`config.mk`:
```
export PLATFORM = sky130hd
export DESIGN_NAME = sfb_bank_one
export DESIGN_NICKNAME = d
export VERILOG_FILES = /design/src/design/sfb_pkg.sv /design/src/design/sfb_bank_one.sv /design/src/design/sfb_pc_unit.sv
export SDC_FILE = /design/constraint.sdc
export NUM_CORES = 1
export LEC_CHECK = 0
export BUFFER_PORTS_ARGS = -buffer_cell sky130_fd_sc_hd__buf_2
export CAP_MARGIN = 5
export CORE_MARGIN = 2
export CORE_UTILIZATION = 55
export DETAILED_ROUTE_END_ITERATION = 10
export GPL_ROUTABILITY_DRIVEN = 0
export PLACE_DENSITY = 0.81
export SYNTH_ARGS = -nofsm -noshare
export SYNTH_HDL_FRONTEND = slang
export SYNTH_SLANG_ARGS = --single-unit
```
`constraint.sdc`:
```
create_clock -name clock -period 4.2 [get_ports clock]
set_input_delay 0.21 -clock clock [delete_from_list [all_inputs] [get_ports clock]]
set_output_delay 0.21 -clock clock [all_outputs]
set_load 0.01 [all_outputs]
```
`src/design/sfb_pkg.sv`:
```
// sfb_pkg: offsets, masks, reset values and timing counts of the bank-one register block
// assumes: one 8-bit core data bus, bank one at 0x80..0xff
package sfb_pkg;

	// ----------------------------------------
	// register offsets
	// ----------------------------------------
	localparam logic [7:0] SFB_OFS_INDIRECT_ACCESS_PORT = 8'h80;
	localparam logic [7:0] SFB_OFS_PRESCALER_OPTION_CONFIG = 8'h81;
	localparam logic [7:0] SFB_OFS_PROGRAM_COUNTER_LOW = 8'h82;
	localparam logic [7:0] SFB_OFS_CORE_STATUS = 8'h83;
	localparam logic [7:0] SFB_OFS_INDIRECT_POINTER = 8'h84;
	localparam logic [7:0] SFB_OFS_PORT_A_DIRECTION = 8'h85;
	localparam logic [7:0] SFB_OFS_PORT_B_DIRECTION = 8'h86;
	localparam logic [7:0] SFB_OFS_PORT_C_DIRECTION = 8'h87;
	localparam logic [7:0] SFB_OFS_COUNTER_HIGH_WRITE_BUFFER = 8'h8a;
	localparam logic [7:0] SFB_OFS_INTERRUPT_CONTROL = 8'h8b;
	localparam logic [7:0] SFB_OFS_PERIPHERAL_IRQ_ENABLE_ONE = 8'h8c;
	localparam logic [7:0] SFB_OFS_PERIPHERAL_IRQ_ENABLE_TWO = 8'h8d;
	localparam logic [7:0] SFB_OFS_POWER_CONTROL = 8'h8e;
	localparam logic [7:0] SFB_OFS_TIMER_TWO_PERIOD = 8'h92;
	localparam logic [7:0] SFB_OFS_SERIAL_PORT_SLAVE_ADDRESS = 8'h93;
	localparam logic [7:0] SFB_OFS_SERIAL_PORT_STATE = 8'h94;
	localparam logic [7:0] SFB_OFS_UART_TRANSMIT_CONTROL = 8'h98;
	localparam logic [7:0] SFB_OFS_BAUD_DIVISOR = 8'h99;

	// ----------------------------------------
	// implemented bits
	// ----------------------------------------
	localparam logic [7:0] SFB_MASK_PORT_A_DIRECTION = 8'h3f;
	localparam logic [7:0] SFB_MASK_WRITE_BUFFER = 8'h1f;
	localparam logic [7:0] SFB_MASK_IRQ_ENABLE_TWO = 8'h01;
	localparam logic [7:0] SFB_MASK_POWER_CONTROL = 8'h03;
	localparam logic [7:0] SFB_MASK_SERIAL_PORT_STATE = 8'h3f;
	localparam logic [7:0] SFB_MASK_TX_CONTROL_SW = 8'hf5;
	localparam logic [7:0] SFB_MASK_STATUS_SW = 8'he7;
	localparam logic [7:0] SFB_MASK_STATUS_KEEP = 8'h07;
	localparam logic [7:0] SFB_MASK_INTERRUPT_KEEP = 8'h01;

	// ----------------------------------------
	// field positions
	// ----------------------------------------
	localparam int SFB_BIT_DIRECT_BANK = 5;
	localparam int SFB_BIT_TIME_OUT = 4;
	localparam int SFB_BIT_POWER_DOWN = 3;
	localparam int SFB_BIT_POWER_ON_FLAG = 1;
	localparam int SFB_BIT_BROWNOUT_FLAG = 0;
	localparam int SFB_BIT_SHIFT_EMPTY = 1;

	// ----------------------------------------
	// reset values (power-up / brown-out)
	// ----------------------------------------
	localparam logic [7:0] SFB_RST_OPTION = 8'hff;
	localparam logic [7:0] SFB_RST_STATUS = 8'h18;
	localparam logic [7:0] SFB_RST_POINTER = 8'h00;
	localparam logic [7:0] SFB_RST_PORT_A_DIRECTION = 8'h3f;
	localparam logic [7:0] SFB_RST_PORT_B_DIRECTION = 8'hff;
	localparam logic [7:0] SFB_RST_PORT_C_DIRECTION = 8'hff;
	localparam logic [7:0] SFB_RST_WRITE_BUFFER = 8'h00;
	localparam logic [7:0] SFB_RST_INTERRUPT_CONTROL = 8'h00;
	localparam logic [7:0] SFB_RST_IRQ_ENABLE = 8'h00;
	localparam logic [7:0] SFB_RST_POWER_CONTROL = 8'h00;
	localparam logic [7:0] SFB_RST_TIMER_TWO_PERIOD = 8'hff;
	localparam logic [7:0] SFB_RST_SLAVE_ADDRESS = 8'h00;
	localparam logic [7:0] SFB_RST_TX_CONTROL = 8'h00;
	localparam logic [7:0] SFB_RST_BAUD_DIVISOR = 8'h00;
	localparam logic [12:0] SFB_RST_PROGRAM_COUNTER = 13'h0000;

	// ----------------------------------------
	// timing counts
	// ----------------------------------------
	localparam logic [1:0] SFB_CAUSE_WAIT = 2'h3;

endpackage

```
`src/design/sfb_bank_one.sv`:
```
// sfb_bank_one: bank-one special-function registers and their bank-zero mirrors
// assumes: core drives addr/wdata/strobes on clock; rstn is the power-up/brown-out reset
//
// Our own choice: strobed register access.
`timescale 1ns/1ps
module sfb_bank_one import sfb_pkg::*; (
	input wire logic clock,
	input wire logic rstn,
	input wire logic [7:0] addr,
	input wire logic [7:0] wdata,
	input wire logic wr_stb,
	input wire logic rd_stb,
	output logic [7:0] rdata,
	input wire logic external_reset_pin_n,
	input wire logic watchdog_timeout,
	input wire logic brownout_reset_flag,
	input wire logic time_out_n,
	input wire logic power_down_n,
	input wire logic alu_flags_we,
	input wire logic [2:0] alu_flags,
	input wire logic [2:0] irq_flag_set,
	input wire logic pc_step,
	input wire logic [5:0] serial_state,
	input wire logic uart_shift_empty,
	output logic [12:0] program_counter,
	output logic direct_bank_select,
	output logic [7:0] prescaler_option_config,
	output logic [7:0] port_a_direction,
	output logic [7:0] port_b_direction,
	output logic [7:0] port_c_direction,
	output logic [7:0] interrupt_control,
	output logic [7:0] peripheral_irq_enable_one,
	output logic [7:0] peripheral_irq_enable_two,
	output logic [7:0] power_control,
	output logic [7:0] timer_two_period,
	output logic [7:0] serial_port_slave_address,
	output logic [7:0] uart_transmit_control,
	output logic [7:0] baud_divisor
);
	// ----------------------------------------
	// address helpers
	// ----------------------------------------
	function automatic logic is_mirror(input logic [7:0] a);
		logic [7:0] n;
		n = {1'b1, a[6:0]};
		is_mirror = (n == SFB_OFS_INDIRECT_ACCESS_PORT) || (n == SFB_OFS_PROGRAM_COUNTER_LOW) ||
			(n == SFB_OFS_CORE_STATUS) || (n == SFB_OFS_INDIRECT_POINTER) ||
			(n == SFB_OFS_COUNTER_HIGH_WRITE_BUFFER) || (n == SFB_OFS_INTERRUPT_CONTROL);
	endfunction

	function automatic logic bank_hit(input logic [7:0] a);
		bank_hit = a[7] | is_mirror(a);
	endfunction

	function automatic logic [7:0] bank_norm(input logic [7:0] a);
		bank_norm = {1'b1, a[6:0]};
	endfunction

	// ----------------------------------------
	// reset pin synchroniser and reset kinds
	// ----------------------------------------
	logic pin_s1_reg;
	logic pin_s2_reg;
	logic brown_s1_reg;
	logic brown_s2_reg;
	logic soft_reset;

	always_ff @(posedge clock or negedge rstn) begin
		if (!rstn) begin
			pin_s1_reg <= 1'b1;
			pin_s2_reg <= 1'b1;
			brown_s1_reg <= 1'b0;
			brown_s2_reg <= 1'b0;
		end else begin
			pin_s1_reg <= external_reset_pin_n;
			pin_s2_reg <= pin_s1_reg;
			brown_s1_reg <= brownout_reset_flag;
			brown_s2_reg <= brown_s1_reg;
		end
	end

	assign soft_reset = !pin_s2_reg || watchdog_timeout;

	// ----------------------------------------
	// register state
	// ----------------------------------------
	logic [7:0] option_reg, option_next;
	logic [7:0] status_reg, status_next;
	logic [7:0] pointer_reg, pointer_next;
	logic [7:0] tris_a_reg, tris_a_next;
	logic [7:0] tris_b_reg, tris_b_next;
	logic [7:0] tris_c_reg, tris_c_next;
	logic [7:0] buffer_reg, buffer_next;
	logic [7:0] irq_ctl_reg, irq_ctl_next;
	logic [7:0] pie_one_reg, pie_one_next;
	logic [7:0] pie_two_reg, pie_two_next;
	logic [7:0] pwr_ctl_reg, pwr_ctl_next;
	logic [7:0] period_reg, period_next;
	logic [7:0] slave_reg, slave_next;
	logic [7:0] tx_reg, tx_next;
	logic [7:0] baud_reg, baud_next;
	logic [1:0] cause_wait_reg, cause_wait_next;
	logic [7:0] rdata_reg, rdata_next;

	// ----------------------------------------
	// access decode
	// ----------------------------------------
	logic dir_hit;
	logic [7:0] dir_addr;
	logic indirect;
	logic tgt_hit;
	logic [7:0] tgt;
	logic pc_low_write;
	logic [7:0] read_value;

	always_comb begin
		dir_hit = bank_hit(addr);
		dir_addr = bank_norm(addr);
		indirect = dir_hit && (dir_addr == SFB_OFS_INDIRECT_ACCESS_PORT);
		// pointer is used as a plain 8-bit address; bank-select bits kept zero
		tgt_hit = indirect ? bank_hit(pointer_reg) : dir_hit;
		tgt = indirect ? bank_norm(pointer_reg) : dir_addr;
		pc_low_write = wr_stb && !soft_reset && tgt_hit && (tgt == SFB_OFS_PROGRAM_COUNTER_LOW);
	end

	// ----------------------------------------
	// read mux
	// ----------------------------------------
	always_comb begin
		read_value = 8'h00;
		if (tgt_hit) begin
			case (tgt)
				SFB_OFS_PRESCALER_OPTION_CONFIG: read_value = option_reg;
				SFB_OFS_PROGRAM_COUNTER_LOW: read_value = program_counter[7:0];
				SFB_OFS_CORE_STATUS: read_value = status_reg;
				SFB_OFS_INDIRECT_POINTER: read_value = pointer_reg;
				SFB_OFS_PORT_A_DIRECTION: read_value = tris_a_reg;
				SFB_OFS_PORT_B_DIRECTION: read_value = tris_b_reg;
				SFB_OFS_PORT_C_DIRECTION: read_value = tris_c_reg;
				SFB_OFS_COUNTER_HIGH_WRITE_BUFFER: read_value = buffer_reg;
				SFB_OFS_INTERRUPT_CONTROL: read_value = irq_ctl_reg;
				SFB_OFS_PERIPHERAL_IRQ_ENABLE_ONE: read_value = pie_one_reg;
				SFB_OFS_PERIPHERAL_IRQ_ENABLE_TWO: read_value = pie_two_reg;
				SFB_OFS_POWER_CONTROL: read_value = pwr_ctl_reg;
				SFB_OFS_TIMER_TWO_PERIOD: read_value = period_reg;
				SFB_OFS_SERIAL_PORT_SLAVE_ADDRESS: read_value = slave_reg;
				SFB_OFS_SERIAL_PORT_STATE: read_value = {2'h0, serial_state} & SFB_MASK_SERIAL_PORT_STATE;
				SFB_OFS_UART_TRANSMIT_CONTROL: begin
					read_value = tx_reg;
					read_value[SFB_BIT_SHIFT_EMPTY] = uart_shift_empty;
				end
				SFB_OFS_BAUD_DIVISOR: read_value = baud_reg;
				default: read_value = 8'h00;
			endcase
		end
		rdata_next = rd_stb ? read_value : 8'h00;
	end

	// ----------------------------------------
	// register next values
	// ----------------------------------------
	always_comb begin
		option_next = option_reg;
		status_next = status_reg;
		pointer_next = pointer_reg;
		tris_a_next = tris_a_reg;
		tris_b_next = tris_b_reg;
		tris_c_next = tris_c_reg;
		buffer_next = buffer_reg;
		irq_ctl_next = irq_ctl_reg;
		pie_one_next = pie_one_reg;
		pie_two_next = pie_two_reg;
		pwr_ctl_next = pwr_ctl_reg;
		period_next = period_reg;
		slave_next = slave_reg;
		tx_next = tx_reg;
		baud_next = baud_reg;
		cause_wait_next = (cause_wait_reg != 2'h0) ? cause_wait_reg - 2'h1 : 2'h0;
		if (soft_reset) begin
			// other-reset values; pointer and cause flags unchanged
			option_next = SFB_RST_OPTION;
			status_next = status_reg & SFB_MASK_STATUS_KEEP;
			status_next[SFB_BIT_TIME_OUT] = time_out_n;
			status_next[SFB_BIT_POWER_DOWN] = power_down_n;
			tris_a_next = SFB_RST_PORT_A_DIRECTION;
			tris_b_next = SFB_RST_PORT_B_DIRECTION;
			tris_c_next = SFB_RST_PORT_C_DIRECTION;
			buffer_next = SFB_RST_WRITE_BUFFER;
			irq_ctl_next = irq_ctl_reg & SFB_MASK_INTERRUPT_KEEP;
			pie_one_next = SFB_RST_IRQ_ENABLE;
			pie_two_next = SFB_RST_IRQ_ENABLE;
			period_next = SFB_RST_TIMER_TWO_PERIOD;
			slave_next = SFB_RST_SLAVE_ADDRESS;
			tx_next = SFB_RST_TX_CONTROL;
			baud_next = SFB_RST_BAUD_DIVISOR;
		end else begin
			if (alu_flags_we) begin
				status_next[2:0] = alu_flags;
			end
			if (wr_stb && tgt_hit) begin
				case (tgt)
					SFB_OFS_PRESCALER_OPTION_CONFIG: option_next = wdata;
					SFB_OFS_CORE_STATUS: begin
						status_next = (wdata & SFB_MASK_STATUS_SW) | (status_reg & ~SFB_MASK_STATUS_SW);
					end
					SFB_OFS_INDIRECT_POINTER: pointer_next = wdata;
					SFB_OFS_PORT_A_DIRECTION: tris_a_next = wdata & SFB_MASK_PORT_A_DIRECTION;
					SFB_OFS_PORT_B_DIRECTION: tris_b_next = wdata;
					SFB_OFS_PORT_C_DIRECTION: tris_c_next = wdata;
					SFB_OFS_COUNTER_HIGH_WRITE_BUFFER: buffer_next = wdata & SFB_MASK_WRITE_BUFFER;
					SFB_OFS_INTERRUPT_CONTROL: irq_ctl_next = wdata;
					SFB_OFS_PERIPHERAL_IRQ_ENABLE_ONE: pie_one_next = wdata;
					SFB_OFS_PERIPHERAL_IRQ_ENABLE_TWO: pie_two_next = wdata & SFB_MASK_IRQ_ENABLE_TWO;
					SFB_OFS_POWER_CONTROL: pwr_ctl_next = wdata & SFB_MASK_POWER_CONTROL;
					SFB_OFS_TIMER_TWO_PERIOD: period_next = wdata;
					SFB_OFS_SERIAL_PORT_SLAVE_ADDRESS: slave_next = wdata;
					SFB_OFS_UART_TRANSMIT_CONTROL: tx_next = wdata & SFB_MASK_TX_CONTROL_SW;
					SFB_OFS_BAUD_DIVISOR: baud_next = wdata;
					default: begin
					end
				endcase
			end
		end
		// hardware flag set wins over a same-cycle clear
		irq_ctl_next[2:0] = irq_ctl_next[2:0] | irq_flag_set;
		// power-up cause captured once the synchronised level is valid
		if (cause_wait_reg == 2'h1) begin
			pwr_ctl_next[SFB_BIT_POWER_ON_FLAG] = brown_s2_reg;
			pwr_ctl_next[SFB_BIT_BROWNOUT_FLAG] = !brown_s2_reg;
		end
	end

	always_ff @(posedge clock or negedge rstn) begin
		if (!rstn) begin
			option_reg <= SFB_RST_OPTION;
			status_reg <= SFB_RST_STATUS;
			pointer_reg <= SFB_RST_POINTER;
			tris_a_reg <= SFB_RST_PORT_A_DIRECTION;
			tris_b_reg <= SFB_RST_PORT_B_DIRECTION;
			tris_c_reg <= SFB_RST_PORT_C_DIRECTION;
			buffer_reg <= SFB_RST_WRITE_BUFFER;
			irq_ctl_reg <= SFB_RST_INTERRUPT_CONTROL;
			pie_one_reg <= SFB_RST_IRQ_ENABLE;
			pie_two_reg <= SFB_RST_IRQ_ENABLE;
			pwr_ctl_reg <= SFB_RST_POWER_CONTROL;
			period_reg <= SFB_RST_TIMER_TWO_PERIOD;
			slave_reg <= SFB_RST_SLAVE_ADDRESS;
			tx_reg <= SFB_RST_TX_CONTROL;
			baud_reg <= SFB_RST_BAUD_DIVISOR;
			cause_wait_reg <= SFB_CAUSE_WAIT;
			rdata_reg <= 8'h00;
		end else begin
			option_reg <= option_next;
			status_reg <= status_next;
			pointer_reg <= pointer_next;
			tris_a_reg <= tris_a_next;
			tris_b_reg <= tris_b_next;
			tris_c_reg <= tris_c_next;
			buffer_reg <= buffer_next;
			irq_ctl_reg <= irq_ctl_next;
			pie_one_reg <= pie_one_next;
			pie_two_reg <= pie_two_next;
			pwr_ctl_reg <= pwr_ctl_next;
			period_reg <= period_next;
			slave_reg <= slave_next;
			tx_reg <= tx_next;
			baud_reg <= baud_next;
			cause_wait_reg <= cause_wait_next;
			rdata_reg <= rdata_next;
		end
	end

	// ----------------------------------------
	// program counter
	// ----------------------------------------
	sfb_pc_unit u_pc (
		.clock(clock),
		.rstn(rstn),
		.soft_reset(soft_reset),
		.step(pc_step),
		.low_write(pc_low_write),
		.low_wdata(wdata),
		.write_buffer(buffer_reg[4:0]),
		.program_counter(program_counter)
	);

	// ----------------------------------------
	// outputs
	// ----------------------------------------
	assign rdata = rdata_reg;
	assign direct_bank_select = status_reg[SFB_BIT_DIRECT_BANK];
	assign prescaler_option_config = option_reg;
	assign port_a_direction = tris_a_reg;
	assign port_b_direction = tris_b_reg;
	assign port_c_direction = tris_c_reg;
	assign interrupt_control = irq_ctl_reg;
	assign peripheral_irq_enable_one = pie_one_reg;
	assign peripheral_irq_enable_two = pie_two_reg;
	assign power_control = pwr_ctl_reg;
	assign timer_two_period = period_reg;
	assign serial_port_slave_address = slave_reg;
	assign uart_transmit_control = tx_reg;
	assign baud_divisor = baud_reg;
endmodule // sfb_bank_one

```
`src/design/sfb_pc_unit.sv`:
```
// sfb_pc_unit: 13-bit program counter with low byte written by software
// assumes: core pulses step once per fetched word, same clock
`timescale 1ns/1ps
module sfb_pc_unit import sfb_pkg::*; (
	input wire logic clock,
	input wire logic rstn,
	input wire logic soft_reset,
	input wire logic step,
	input wire logic low_write,
	input wire logic [7:0] low_wdata,
	input wire logic [4:0] write_buffer,
	output logic [12:0] program_counter
);
	logic [12:0] pc_reg;
	logic [12:0] pc_next;

	// ----------------------------------------
	// next counter value
	// ----------------------------------------
	always_comb begin
		pc_next = pc_reg;
		if (soft_reset) begin
			pc_next = SFB_RST_PROGRAM_COUNTER;
		end else if (low_write) begin
			pc_next = {write_buffer, low_wdata};
		end else if (step) begin
			pc_next = pc_reg + 13'h0001;
		end
	end

	always_ff @(posedge clock or negedge rstn) begin
		if (!rstn) begin
			pc_reg <= SFB_RST_PROGRAM_COUNTER;
		end else begin
			pc_reg <= pc_next;
		end
	end

	assign program_counter = pc_reg;
endmodule // sfb_pc_unit

```
==> flow_metrics.py <==
metrics = {
    "outcome": {
        "status": "completed",
    },
    "sta": {
        "rsz0062_at_grt": "no",
        "drv_slew": 0,
        "max-slew-margin-rel_pct": 32.4,
        "max_freq_mhz": 349,
        "setup_viol": 0,
        "tns_ns": 0,
        "fin_worst_skew_ns": 0.00483,
        "finalWorstSetupSlack_ns": 1.34,
        "post-route-period-util_pct": 68.2,
        "worst_pin_slew_ns": 1.01,
        "fin_crit_ns": 2.86,
        "finalHoldViolCount": 0,
    },
    "detailed_routing": {
        "wire_per_inst_um": 23.0,
        "via_per_inst": 6.62,
        "final_antenna_net_count": 0,
        "firstDrtPassIters": 7,
        "dr.first_iter.drc_count": 872,
        "vias": 6557,
        "drc": 0,
        "drt_wl_total_mm": 22.8,
    },
    "floorplanning": {
        "io_pins": 158,
        "fp.dieH_um": 116,
        "die_w_um": 116,
        "core-area_um2": 12200,
        "initial_core_util_pct": 56.8,
        "dieArea_um2": 13500,
        "rows": 40,
    },
    "global_route": {
        "use_met3_pct": 9.62,
        "grt_max_degree": 79,
        "antenna_found_initial": 0,
        "track_usage_pct": 34.8,
        "grt_pass1_vias": 6431,
        "met1_usage_pct": 44.4,
        "grt.busiest_layer": "met2",
        "gr-usage-met2_pct": 52.7,
        "gr-total-overflow": 0,
        "grt_pass1_wl_mm": 34.9,
    },
    "cells_and_area": {
        "drive_gt1_share_pct": 32.5,
        "fillCellCount": 931,
        "fin_area_um2": 8350,
        "syn_to_final_growth_pct": 20.8,
        "antenna_cells": 0,
        "nets": 850,
        "largest_reg_flops": 13,
        "fin_cells": 990,
    },
    "place": {
        "place_inst": 952,
        "place_ws_ns": 1.35,
        "dp_hpwl_mm": 15.7,
        "numPortBuffers": 140,
        "place_area_um2": 7650,
    },
    "pwr": {
        "total_power_mw": 3.05,
        "ir_drop_v": 0.000221,
        "p_switching_mw": 0.702,
        "p_comb_share_pct": 7.1,
        "power_frac_seq_pct": 41.0,
        "clkPwrFrac_pct": 51.9,
        "switching_share_pct": 23.0,
        "p_int_mw": 2.35,
        "p_leak_nw": 3.77,
        "cellPowerDensity_nw_per_um2": 366,
    },
    "logic_synthesis": {
        "syn_inst": 678,
        "yosys-top-cells-area": "dfrtp_1, dfstp_2, mux2i_1, nor2_1, nand2_1",
        "ys.flop_type": "dfrtp_1",
        "ys_seq_area_share_pct": 46.8,
        "synth_top_area_share_pct": 30.1,
        "synth_top_cells_by_count": "dfrtp_1, nor2_1, mux2i_1, nand2_1, dfstp_2",
        "synth_most_common_cell": "dfrtp_1",
        "ys_ff_latch": 127,
        "async_reset_ff_share_pct": 100,
        "synth_largest_area_cell": "dfrtp_1",
        "synth-edff-count": 0,
        "ys_warn_count": 0,
        "synth_cell_types": 64,
        "synth_area_per_cell_um2": 10.2,
        "syn-cell-area_um2": 6910,
    },
    "clock_tree": {
        "clock_path_buffers": 2,
        "h-tree-depth": 4,
        "cts_tree": "done",
        "cts_made_buffers": 17,
        "cts_num_sinks": 127,
        "cts_root_buf": "clkbuf_16",
        "clk_pin_slew_ns": 0.05,
        "postCtsSetupBuffers": 0,
        "clock_latency_ns": 0.42,
    },
    "setup_path": {
        "worstSetupEndpointType": "flip-flop",
        "worstPathMaxFanout": 26,
        "worstSetupPathType": "reg -> reg",
        "crit_path_start_kind": "flip-flop",
        "critPathArrivalTime_ns": 3.17,
        "worst_ep_required_time_ns": 4.50,
    },
    "job": {
        "max_cap_violations": 0,
    },
    "hold_path": {
        "worstHoldPathType": "in -> reg",
    },
}
## layout by cell type, fill, tap and decap left out, types with 4 or more instances in the layout
master | synthesis | routed
mux2_2 | 10 | 10
a221oi_1 | 11 | 11
nor3_1 | 7 | 7
bufinv_16 | 0 | 4
a41oi_1 | 4 | 4
and3_1 | 7 | 7
a21oi_1 | 23 | 23
a22o_1 | 11 | 11
buf_2 | 14 | 139
conb_1 | 1 | 17
clkbuf_8 | 0 | 4
nor4_1 | 4 | 4
clkinv_2 | 0 | 5
buf_4 | 19 | 14
nand4_1 | 6 | 6
dfrtp_1 | 83 | 83
o21ai_0 | 27 | 27
nor3_2 | 4 | 4
dfstp_2 | 44 | 44
nor2b_1 | 12 | 11
a211oi_1 | 17 | 17
a31oi_1 | 15 | 14
dlygate4sd3_1 | 0 | 6
clkbuf_16 | 0 | 17
a22oi_1 | 4 | 4
nor2_1 | 82 | 82
nor3_4 | 5 | 5
nand3_1 | 13 | 13
a32o_1 | 4 | 4
xor2_1 | 11 | 11
inv_1 | 4 | 4
o2bb2ai_1 | 10 | 10
mux2i_1 | 81 | 81
nand2_1 | 59 | 59
and2_1 | 4 | 4
## final timing paths
| check | from | end | slack [ns] | cells after the start |
|---|---|---|---|---|
| max in group asynchronous | rstn | peripheral_irq_enable_one[0]$_DFFE_PN0P_ | 2.85 | 3 |
| worst max register to register | pointer_reg[4]$_DFFE_PN0P_ | u_pc.program_counter[9]$_DFFE_PN0P_ | 1.34 | 6 |
| worst max-delay path | pointer_reg[4]$_DFFE_PN0P_ | u_pc.program_counter[9]$_DFFE_PN0P_ | 1.34 | 6 |
| worst min-delay path | irq_flag_set[2] | interrupt_control[2]$_DFF_PN0_ | 0.01 | 2 |
| min in group asynchronous | rstn | interrupt_control[4]$_DFFE_PN0P_ | 0.15 | 2 |
| worst min register to register | pin_s1_reg$_DFF_PN1_ | pin_s2_reg$_DFF_PN1_ | 0.36 | 0 |
## power by group through the flow
stage	registers, mW	logic, mW	clock network (mW)
after floorplan	1.27	0.125	0
after global placement	1.27	0.200	0
after detailed placement	1.27	0.206	0
after CTS	1.25	0.212	1.58
after global routing	1.25	0.231	1.65
final	1.25	0.218	1.58
## critical path, stage by stage, from the launching register on
cell and delay (ns):
dfrtp_1 0.41, nor3_1 0.22, buf_4 0.22, o21a_1 0.23
o221a_2 0.64, nand3_2 0.58, a211oi_1 0.43
## cell families after synthesis
kind of cell / Yosys count / share of synthesized area, %
and+or+nand+nor: 223 / 16.0
AOI/OAI and AO/OA: 156 / 16.8
DFF: 127 / 46.8
muxes: 91 / 13.4
buffers and inverters: 67 / 5.25
xor gates and xnor gates: 12 / 1.52
adders and majority gates: 1 / 0.181
other: 1 / 0.0543
## final cells by class
| type | count | area [um2] | share of cell area, % |
|---|---|---|---|
| clock inverters | 11 | 160 | 1.92 |
| clock buffers | 21 | 480 | 5.75 |
| multi-input cells | 500 | 3390 | 40.6 |
| inverters | 4 | 15.0 | 0.180 |
| repair buffers | 159 | 861 | 10.3 |
| well taps | 168 | 210 | 2.52 |
| flip-flops and latches | 127 | 3230 | 38.7 |
## layer usage
layer	wire length, um	up-vias
met5	0	-
met4	1520	0
met3	2700	152
met2	10300	567
met1	8290	3128
li1	-	2710
## stage by stage
| stage | util, % | hold WS [ns] |
|---|---|---|
| after CTS | 68.7 | 0.0182 |
| final | 68.7 | 0.0137 |
| after detailed placement | 62.9 | 0.0345 |
| after global placement | 62.9 | 0.0348 |
| after global routing | 68.7 | 0.0270 |
| after floorplan | - | -0.0856 |
## repair_timing
item,in CTS,in global routing
gates resized for setup,0,0
hold endpoints to repair,40,0
hold buffers,6,0
Note: power is estimated with default switching activity, not from simulation.
